`src/core/rvmr_pkg.sv`:
```
// package: register offsets, field positions and reset defaults of the regulator mode bank
// ---------------------------------------------------------------------------
// Operation
// - Bits 7:4 of the first auxiliary regulator voltage register hold its sleep code, read-write.
// - Bits 3:0 of the first auxiliary regulator voltage register hold its normal code, read-write.
// - Bits 7:4 of the second auxiliary regulator voltage register hold its sleep code, read-write.
// - Bits 3:0 of the second auxiliary regulator voltage register hold its normal code, read-write.
// - Buck control bits 5, 4 and 3 are the mode selects of step-down three, two and one.
// - A mode bit at 0 selects automatic mode and at 1 selects forced PWM.
// - Buck control bit 2 at 0 turns step-down three off whatever the control pins show.
// - Buck control bit 1 at 0 turns step-down two off whatever the control pins show.
// - Buck control bit 0 at 0 turns step-down one off whatever the control pins show.
// ---------------------------------------------------------------------------
package rvmr_pkg;
  localparam logic [7:0] ADDR_AUX_ONE   = 8'h9a;
  localparam logic [7:0] ADDR_AUX_TWO   = 8'h9b;
  localparam logic [7:0] ADDR_BUCK_CTRL = 8'h9c;
  localparam int SLEEP_HI  = 7;
  localparam int SLEEP_LO  = 4;
  localparam int NORMAL_HI = 3;
  localparam int NORMAL_LO = 0;
  localparam int MODE_THREE_BIT = 5;
  localparam int MODE_TWO_BIT   = 4;
  localparam int MODE_ONE_BIT   = 3;
  localparam int OFF_THREE_BIT  = 2;
  localparam int OFF_TWO_BIT    = 1;
  localparam int OFF_ONE_BIT    = 0;
  localparam logic [7:0] BUCK_WR_MASK = 8'h3f;
  // reset values are factory programmed; these are plain defaults
  localparam logic [7:0] RST_AUX_ONE   = 8'h00;
  localparam logic [7:0] RST_AUX_TWO   = 8'h00;
  localparam logic [7:0] RST_BUCK_CTRL = 8'h07;
  localparam logic       MODE_AUTO     = 1'b0;
  localparam logic       MODE_FPWM     = 1'b1;
endpackage

```
`src/core/rvmr_regs.sv`:
```
// module: three-register bank for auxiliary regulator codes and buck mode/disable
`timescale 1ns/1ps
`default_nettype none
module rvmr_regs #(
  parameter logic [7:0] RST_AUX_ONE   = rvmr_pkg::RST_AUX_ONE,   // factory default
  parameter logic [7:0] RST_AUX_TWO   = rvmr_pkg::RST_AUX_TWO,   // factory default
  parameter logic [7:0] RST_BUCK_CTRL = rvmr_pkg::RST_BUCK_CTRL  // factory default
) (
  input  wire logic       clock,                     // 100 MHz clock
  input  wire logic       arst_n,                    // async reset, active low
  input  wire logic       wr_en,                     // one-cycle write strobe
  input  wire logic [7:0] wr_addr,                   // write register address
  input  wire logic [7:0] wr_data,                   // write data
  input  wire logic [7:0] rd_addr,                   // read register address
  output logic      [7:0] rd_data,                   // read data, registered
  input  wire logic [2:0] step_down_pin_en,          // enables decoded from control pins
  output logic      [3:0] aux_one_sleep_code,        // aux regulator one sleep code
  output logic      [3:0] aux_one_normal_code,       // aux regulator one normal code
  output logic      [3:0] aux_two_sleep_code,        // aux regulator two sleep code
  output logic      [3:0] aux_two_normal_code,       // aux regulator two normal code
  output logic            step_down_one_mode_sel,    // 1 forced pwm, 0 auto
  output logic            step_down_two_mode_sel,    // 1 forced pwm, 0 auto
  output logic            step_down_three_mode_sel,  // 1 forced pwm, 0 auto
  output logic [2:0]      step_down_run              // final enable per buck
);
  logic [7:0] aux_one_r;
  logic [7:0] aux_two_r;
  logic [5:0] buck_r;
  logic [7:0] buck_rd;
  logic [2:0] pin_s1_r;
  logic [2:0] pin_s2_r;
  logic [2:0] pin_s3_r;
  logic [2:0] pin_ok_r;
  logic [2:0] pin_ok_nxt;
  logic [5:0] buck_nxt;
  logic [2:0] run_r;
  logic [7:0] rd_data_r;

  // ---------------------------------------------------------------------------
  // helpers
  // ---------------------------------------------------------------------------
  // write strobe aimed at one register address
  function automatic logic addr_hit(input logic       en,
                                    input logic [7:0] addr,
                                    input logic [7:0] target);
    return en && (addr == target);
  endfunction

  // upper nibble of a voltage register, the sleep code
  function automatic logic [3:0] sleep_field(input logic [7:0] value);
    return value[rvmr_pkg::SLEEP_HI:rvmr_pkg::SLEEP_LO];
  endfunction

  // lower nibble of a voltage register, the normal code
  function automatic logic [3:0] normal_field(input logic [7:0] value);
    return value[rvmr_pkg::NORMAL_HI:rvmr_pkg::NORMAL_LO];
  endfunction

  // ---------------------------------------------------------------------------
  // register writes
  // ---------------------------------------------------------------------------
  // aux one codes
  always_ff @(posedge clock or negedge arst_n) begin
    if (!arst_n) begin
      aux_one_r <= RST_AUX_ONE;
    end else if (addr_hit(wr_en, wr_addr, rvmr_pkg::ADDR_AUX_ONE)) begin
      aux_one_r <= wr_data;
    end
  end

  always_ff @(posedge clock or negedge arst_n) begin
    if (!arst_n) begin
      aux_two_r <= RST_AUX_TWO;
    end else if (addr_hit(wr_en, wr_addr, rvmr_pkg::ADDR_AUX_TWO)) begin
      aux_two_r <= wr_data;
    end
  end

  always_comb begin
    buck_nxt = buck_r;
    if (addr_hit(wr_en, wr_addr, rvmr_pkg::ADDR_BUCK_CTRL)) begin
      buck_nxt = wr_data[5:0];
    end
  end

  // buck control register, reserved bits never reach a flop
  always_ff @(posedge clock or negedge arst_n) begin
    if (!arst_n) begin
      buck_r <= RST_BUCK_CTRL[5:0];
    end else begin
      buck_r <= buck_nxt;
    end
  end

  // ---------------------------------------------------------------------------
  // read mux
  // ---------------------------------------------------------------------------
  // reserved bits read zero
  assign buck_rd = {2'h0, buck_r} & rvmr_pkg::BUCK_WR_MASK;

  // read data lands one edge after the address; unmapped addresses read zero
  always_ff @(posedge clock or negedge arst_n) begin
    if (!arst_n) begin
      rd_data_r <= 8'h00;
    end else begin
      case (rd_addr)
        rvmr_pkg::ADDR_AUX_ONE:   rd_data_r <= aux_one_r;
        rvmr_pkg::ADDR_AUX_TWO:   rd_data_r <= aux_two_r;
        rvmr_pkg::ADDR_BUCK_CTRL: rd_data_r <= buck_rd;
        default:                  rd_data_r <= 8'h00;
      endcase
    end
  end

  assign rd_data = rd_data_r;

  // ---------------------------------------------------------------------------
  // field outputs
  // ---------------------------------------------------------------------------
  // aux one sleep
  assign aux_one_sleep_code  = sleep_field(aux_one_r);
  assign aux_one_normal_code = normal_field(aux_one_r);
  assign aux_two_sleep_code  = sleep_field(aux_two_r);
  assign aux_two_normal_code = normal_field(aux_two_r);
  assign step_down_three_mode_sel = buck_r[rvmr_pkg::MODE_THREE_BIT];
  assign step_down_two_mode_sel   = buck_r[rvmr_pkg::MODE_TWO_BIT];
  assign step_down_one_mode_sel   = buck_r[rvmr_pkg::MODE_ONE_BIT];

  // ---------------------------------------------------------------------------
  // control pin sync and disable override
  // ---------------------------------------------------------------------------
  // three-stage sync; change accepted when stages two and three agree
  always_ff @(posedge clock or negedge arst_n) begin
    if (!arst_n) begin
      pin_s1_r <= 3'h0;
      pin_s2_r <= 3'h0;
      pin_s3_r <= 3'h0;
      pin_ok_r <= 3'h0;
    end else begin
      pin_s1_r <= step_down_pin_en;
      pin_s2_r <= pin_s1_r;
      pin_s3_r <= pin_s2_r;
      pin_ok_r <= pin_ok_nxt;
    end
  end

  // accepted level rises when stages two and three show high, falls when both low
  assign pin_ok_nxt = (pin_s2_r & pin_s3_r) | (pin_ok_r & (pin_s2_r | pin_s3_r));

  // fed from next values, so a written zero stops the buck on the next edge
  // disable overrides pins
  always_ff @(posedge clock or negedge arst_n) begin
    if (!arst_n) begin
      run_r <= 3'h0;
    end else begin
      run_r <= pin_ok_nxt & buck_nxt[2:0];
    end
  end

  assign step_down_run = run_r;
endmodule
`default_nettype wire

```
`config.mk`:
```
export PLATFORM = sky130hd
export DESIGN_NAME = rvmr_regs
export DESIGN_NICKNAME = d
export VERILOG_FILES = /design/src/core/rvmr_pkg.sv /design/src/core/rvmr_regs.sv
export SDC_FILE = /design/constraint.sdc
export NUM_CORES = 1
export LEC_CHECK = 0
export BUFFER_PORTS_ARGS = -buffer_cell sky130_fd_sc_hd__buf_2
export CAP_MARGIN = 20
export CELL_PAD_IN_SITES_DETAIL_PLACEMENT = 0
export CELL_PAD_IN_SITES_GLOBAL_PLACEMENT = 1
export CORE_UTILIZATION = 39
export CTS_CLUSTER_DIAMETER = 60
export DETAILED_ROUTE_END_ITERATION = 8
export PLACE_DENSITY_LB_ADDON = 0.05
export SYNTH_ARGS = -nofsm -noshare
export SYNTH_HDL_FRONTEND = slang
export SYNTH_SLANG_ARGS = --single-unit
```
`constraint.sdc`:
```
create_clock -name clock -period 1.1 [get_ports clock]
set_input_delay 0.22 -clock clock [delete_from_list [all_inputs] [get_ports clock]]
set_output_delay 0.22 -clock clock [all_outputs]
set_load 0.02 [all_outputs]
```
Word-level counts from Yosys, hierarchy flattened:

Cells that the tools add are included.

* flip-flop bits (word level): 45
* input bits: 30
* output and inout bits: 30
* logic and storage cells: 26

* eq/ne operators: 6
* muxes and demuxes: 2
* bitwise gates (word level): 5
* reduce and logical (&&, ||, !) cells: 3

Operator list (number)
* 8-bit == test, second input constant: 6
* 8-bit case mux with 3 select lines: 1
* 3-bit AND: 3
* 3-bit OR: 2
* 1-bit logical AND: 3
* 3-bit two-way mux: 1

Logic depth before layout (Yosys ltp):

Gate-level depths: netlist of run 1.

* depth after elaboration: 4
* mapped depth: 4
* mapped depth without buffers: 3

Worst setup path before layout of run 1:

Ideal clock, no wire load.

* path type: input to register
* from: input port wr_addr[6]
* to: register aux_two_r[0]
* setup time: 0.125 ns
* arrival time: 1.374 ns
* data required time: 0.975 ns
* path slack: -0.400 ns
* stages: 4
* path buffers: 1
* cells stage by stage: nand4bb_4 or4_4 buf_6 mux2_4

* word-level cells in the longest chain between the ends: 2

RTL lines
* start, declared: RTL line rvmr_regs.sv:12 `input wire logic [7:0] wr_addr,`
* 8-bit == test: RTL line rvmr_regs.sv:46 `return en && (addr == target);`
* 1-bit logical AND: RTL line rvmr_regs.sv:46
* end signal, assigned: RTL line rvmr_regs.sv:75 `aux_two_r <= wr_data;`
* end, declared: RTL line rvmr_regs.sv:27 `logic [7:0] aux_two_r;`

No other way between the ends.
A chain may end at the register's enable or synchronous reset.

Final worst setup path of run 1:

* from: input port wr_addr[6]
* to: register aux_two_r[3]

Same word-level chain as after synthesis.

==> results.cfg, run 1 <==
[final_layout]
final_nets = 239
syn2layout_area_growth_pct = 43.5
final_util_pct = 58.4
diodes = 0
multi_input_area_um2 = 638
n_fill_cell = 351
regArea_mm2 = 0.00113
drive_gt1_share_pct = 58.6

[timing]
finalHoldViolations = 0
fin_ws_ns = -0.129
drv_slew = 0
rsz0062_at_grt = true
post-route-period-util_pct = 112
relSlewSlack_pct = 81.6
worstMarginPinSlew_ns = 0.273
hold_ws_ns = 0.0326
finalWorstPathRequiredPeriod_ns = 1.23
max_freq_ghz = 0.813
tns_ns = -2.08
clock_skew_ns = 0.00113
setup_viol = 22

[place]
hpwlAfterDp_mm = 2.70
place_ws_ns = -0.514
io_buffers = 59
gp_congestion = 0.801

[yosys]
ys_warn_count = 0
synth_area_per_cell_um2 = 15.3
synthesis.area_mm2 = 0.00179
netlist_instances = 117
syn_nets = 147
ys_seq_elements = 45
synthDistinctLibCells = 22
ys_seq_area_share_pct = 63.3

[clocking]
h-tree-depth = 2
cts_tree = yes
cts_root_buf = clkbuf_8
cts.clk_slew.worst_paths_ns = 0.08
numCtsBuffers = 5
clk_latency_ns = 0.29
cts_buffer_depth = 2
cts_num_sinks = 45

[floorplanning]
die_x_um = 69.7
initial_core_util_pct = 40.7
fp.coreArea_mm2 = 0.00438
die_area_mm2 = 0.00485
ios = 60
die_h_um = 69.7
row_count = 24

[pwr]
vdd_drop_max_uv = 834
power.density_mw_per_mm2 = 1240
p_leak_uw = 0.00135

[setup_path]
r2r-start = pin_ok_r[2]
arrival_ns = 1.41
worst-path-buf-inv = 1
path_delay_family = simple AND/OR/NAND/NOR gates
cp-end-kind = flop
startpoint_type = input port
critPathMaxStageDelay_ns = 0.55
crit_chain = buf_6, nand4bb_4, or4_4, mux2_4
cp_max_fo = 8
cp.required_ns = 1.28
slowest_stage = or4_4
critPathKind = input port to flop
startpoint = wr_addr[6]

[route]
drtPass1Iterations = 4
drtIter0Drc = 81
wl_per_cell_um = 14.7
drc = 0
routed_wl_mm = 3.84
post_drt_via_cell_ratio = 4.84
ant_nets = 0
vias = 1269

[run_status]
violations = negative setup slack
status = complete, but fails checks

[global_route]
grt_util_all_layers_pct = 17.1
grt_max_degree = 46
grt-ovfl-total = 0
grt_pass1_wl_mm = 6.29
grt_pass1_vias = 1294
antenna_found_initial = 0

[worst_hold_path]
hp-class = input port to flop
min_from = step_down_pin_en[0]

[job]
drv_cap = 0
-- flip-flops by register name, summed over array words and instances, names as in the netlist --
register,cells
pin_s2_r,3
aux_one_r,8
pin_s3_r,3
rd_data,8
buck_r,6
aux_two_r,8
pin_ok_r,3
pin_s1_r,3
step_down_run,3
-- layout make-up --
type	count	area share, %
timing repair buffer	88	23.8
clock buffer	8	3.52
tap	52	2.54
sequential	45	44.1
multi-input combinational	61	24.9
inverter	8	1.17
-- stage by stage --
stage | power, uW | cells | cell area, um^2
2_1_floorplan | 1940 | 117 | 1820
3_3_place_gp | 2110 | 238 | 2270
3_5_place_dp | 2120 | 238 | 2270
4_1_cts | 3170 | 250 | 2410
5_1_grt | 3340 | 262 | 2560
6_report | 3170 | 262 | 2560
-- metal layers --
| metal | GRT usage (%) | up-vias | share of wire, % |
|---|---|---|---|
| met5 | 0 | - | 0 |
| met4 | 5.33 | 0 | 1.3 |
| met3 | 4.51 | 5 | 4.3 |
| met2 | 30.2 | 36 | 51 |
| met1 | 20.4 | 625 | 43 |
| li1 | - | 603 | - |
-- cell families (layout without fill, tap and decap cells) --
group | count (synthesis) | in the layout | share of synthesized area (%)
adders and majority gates | 3 | 3 | 1.68
and+or+nand+nor | 25 | 25 | 10.7
buffers and inverters | 11 | 104 | 2.80
DFF | 45 | 45 | 63.3
muxes | 25 | 25 | 17.2
AOI/OAI and AO/OA | 8 | 8 | 4.35
-- power by group --
| group | switching (uW) | total, uW | internal (uW) |
|---|---|---|---|
| combinational | 177 | 384 | 207 |
| sequential | 40.8 | 1770 | 1730 |
| clock | 505 | 1020 | 512 |
-- placed cells by master (no fill, tap or decap), types with 2 or more instances in the layout --
cell       netlist  layout
mux2i_1          3       3
clkbuf_8         0       6
maj3_1           3       3
a22o_1           2       2
buf_2            1      48
dfrtp_1         42      42
mux2_4           8      14
buf_12           0       2
a221o_1          6       6
mux2_2          14       8
buf_4            0      26
dfstp_2          3       3
buf_6            1      11
inv_1            8       8
clkbuf_1         1       2
nand4bb_1        4       4
nor3_1           6       6
nand2_1          7       7
-- final timing paths --
check                      cells past startpoint  slack [ns]               end
setup / recovery                               4       -0.13      aux_two_r[3]
hold / removal                                 1        0.03       pin_s1_r[0]
setup reg to reg                               3        0.07  step_down_run[2]
hold reg to reg                                0        0.36       pin_s2_r[0]
max in group asynchronous                      3        0.39         buck_r[2]
min in group asynchronous                      3        0.43       pin_ok_r[0]
-- cell usage after synthesis --
library cell  number  share of area [%]
nor2_1             2               0.42
nand4bb_1          4                2.5
nand2_1            7                1.5
inv_1              8                1.7
nor3_1             6                1.7
maj3_1             3                1.7
buf_2              1               0.28
nand4b_1           1               0.49
mux2_4             8                6.7
mux2_2            14                8.8
dfstp_2            3                4.4
buf_6              1               0.63
nand2b_1           1               0.35
clkbuf_1           1               0.21
or4_4              1               0.63
dfrtp_1           42                 59
or3_1              1               0.35
nand4bb_4          1                1.5
mux2i_1            3                1.7
nor4_4             1                1.2
a221o_1            6                3.4
a22o_1             2               0.98
-- what timing repair did --
| action | CTS | global route |
|---|---|---|
| hold endpoints to repair | 42 | 0 |
| gates resized for setup | 2 | 20 |
| pin swaps | 1 | 1 |
| endpoints found under the setup margin | 25 | 42 |
| hold buffers | 1 | 0 |
| setup buffers | 3 | 12 |
-- worst reg2reg max path: stages, from the launching register on --
cell and delay, ns:
dfrtp_1 0.37, maj3_1 0.39, nand2_1 0.09, mux2i_1 0.07
Note: power is estimated with default switching activity, not from simulation.
==> run 2: changes to the inputs <==
clock period = 1.36 ns   (was 1.1 ns; I/O delays follow)
==> results.cfg, run 2 (synthesis gave the netlist of run 1 again) <==
[route]
top_layer_used = met4
met3RoutedLength_um = 207
post_drt_via_cell_ratio = 4.83
ant_nets = 0
routed_wl_mm = 3.65
wl_per_cell_um = 14.8
wl_met2_mm = 1.68
drc = 0
drtIter0Drc = 64
vias = 1187
drtPass1Iterations = 4
wl_met1_mm = 1.71

[setup_path]
rr_endpoint = step_down_run[0]
path_delay_family = simple AND/OR/NAND/NOR gates
startpoint_type = input port
cp-end-kind = flop
arrival_ns = 1.50
crit_chain = buf_6, nand4bb_4, or4_4, mux2_4
cp.required_ns = 1.53
critPathKind = input port to flop
reg2reg_slack_ns = 0.33
critPathMaxStageDelay_ns = 0.60
worst-path-buf-inv = 1
r2r-start = pin_ok_r[0]
worstRegToRegCells = 3
cp_max_fo = 8
slowest_stage = or4_4

[timing]
tns_ns = 0
max_freq_ghz = 0.752
worstMarginPinSlew_ns = 0.422
finalWorstPathRequiredPeriod_ns = 1.33
setup_viol = 0
fin_ws_ns = 0.0300
clock_skew_ns = 0.00590
post-route-period-util_pct = 97.8
relSlewSlack_pct = 71.9
rsz0062_at_grt = false
finalHoldViolations = 0
drv_slew = 0
hold_ws_ns = 0.0837

[floorplanning]
ios = 60
row_count = 24
die_h_um = 69.7
die_x_um = 69.7
fp.coreArea_mm2 = 0.00438
initial_core_util_pct = 40.7
die_area_mm2 = 0.00485

[global_route]
grt_pass1_vias = 1272
grt_util_all_layers_pct = 16.8
antenna_found_initial = 0
grt-ovfl-total = 0
grt_max_degree = 25
grt_pass1_wl_mm = 6.28

[clocking]
clk_latency_ns = 0.29
h-tree-depth = 2
cts_root_buf = clkbuf_8
numCtsBuffers = 5
cts_tree = yes
cts_buffer_depth = 2
cts.clk_slew.worst_paths_ns = 0.08
cts_num_sinks = 45
post_cts_buffers = 0

[place]
hpwlAfterDp_mm = 2.69
gp_congestion = 0.720
io_buffers = 59
place_ws_ns = -0.291
placed_cells = 237

[final_layout]
final_nets = 223
diodes = 0
n_fill_cell = 400
final_cell_mix = 58 x buf_2, 42 x dfrtp_1, 14 x mux2_4, 11 x buf_4
multi_input_area_um2 = 628
layout_commonest_cell = buf_2
regArea_mm2 = 0.00113
syn2layout_area_growth_pct = 33.5
drive_gt1_share_pct = 54.6
stdcell_count = 246

[worst_hold_path]
hp-class = input port to flop
hold_depth = 1
min_from = step_down_pin_en[0]
holdPathEnd = pin_s1_r[0]

[job]
drv_cap = 0

[run_status]
status = complete, no violations

[pwr]
power.density_mw_per_mm2 = 1130
p_leak_uw = 0.00127
vdd_drop_max_uv = 533
run 2: cell count changes in the layout (fill, tap and decap cells not counted), sizes merged:
| cell | delta |
|---|---|
| clkbuf | -1 |
| bufinv | +1 |
| buf | -16 |
run 2: worst reg2reg max path, delay by kind of cell (launching register included):
family                     cells  cell delay [ns]
muxes                          1             0.07
adders and majority gates      1             0.39
and+or+nand+nor                1             0.08
DFF                            1             0.37
run 2: worst max-delay path by stage:
stage               slack (ns)  cells after the start       start           end
finish                    0.03                      4  wr_addr[6]  aux_two_r[4]
global route             0.007                      4  wr_addr[6]  aux_two_r[4]
CTS                       0.02                      4  wr_addr[6]  aux_two_r[4]
detailed placement       -0.29                      4  wr_addr[6]  aux_two_r[0]
global placement         -0.28                      4  wr_addr[6]  aux_two_r[7]
floorplan                -0.19                      4  wr_addr[6]  aux_two_r[0]
run 2: area by class of cell:
type,instances,share of cell area [%]
Inverter,8,1.26
Clock buffer,7,3.62
Tap cell,52,2.73
Sequential cell,45,47.4
Multi-Input combinational cell,61,26.4
Clock inverter,1,1.26
Timing Repair Buffer,72,17.4
run 2: power breakdown:
group,leakage [uW],internal [uW],switching (uW)
logic,0.000622,123,132
registers,0.000586,1400,33.9
clock network,0.0000585,599,418
total,0.00127,2120,584
run 2: layer usage:
layer  vias to the layer above  track usage (%)
li1                        573                -
met1                       566             22.8
met2                        43             26.0
met3                         5             5.23
met4                         0             4.67
met5                         -                0
run 2: repair_timing:
action,in CTS,in global routing
hold endpoints to repair,14,0
gates resized for setup,0,1
hold buffers,1,0
setup endpoints to repair,0,2
run 2: per-stage QoR:
step                      util [%]  power (uW)  cell area [um^2]
after global placement        51.3        1700              2250
after floorplan                  -        1570              1810
after global routing          54.4        2830              2380
after detailed placement      51.3        1710              2250
final                         54.4        2700              2380
after CTS                     54.2        2740              2380
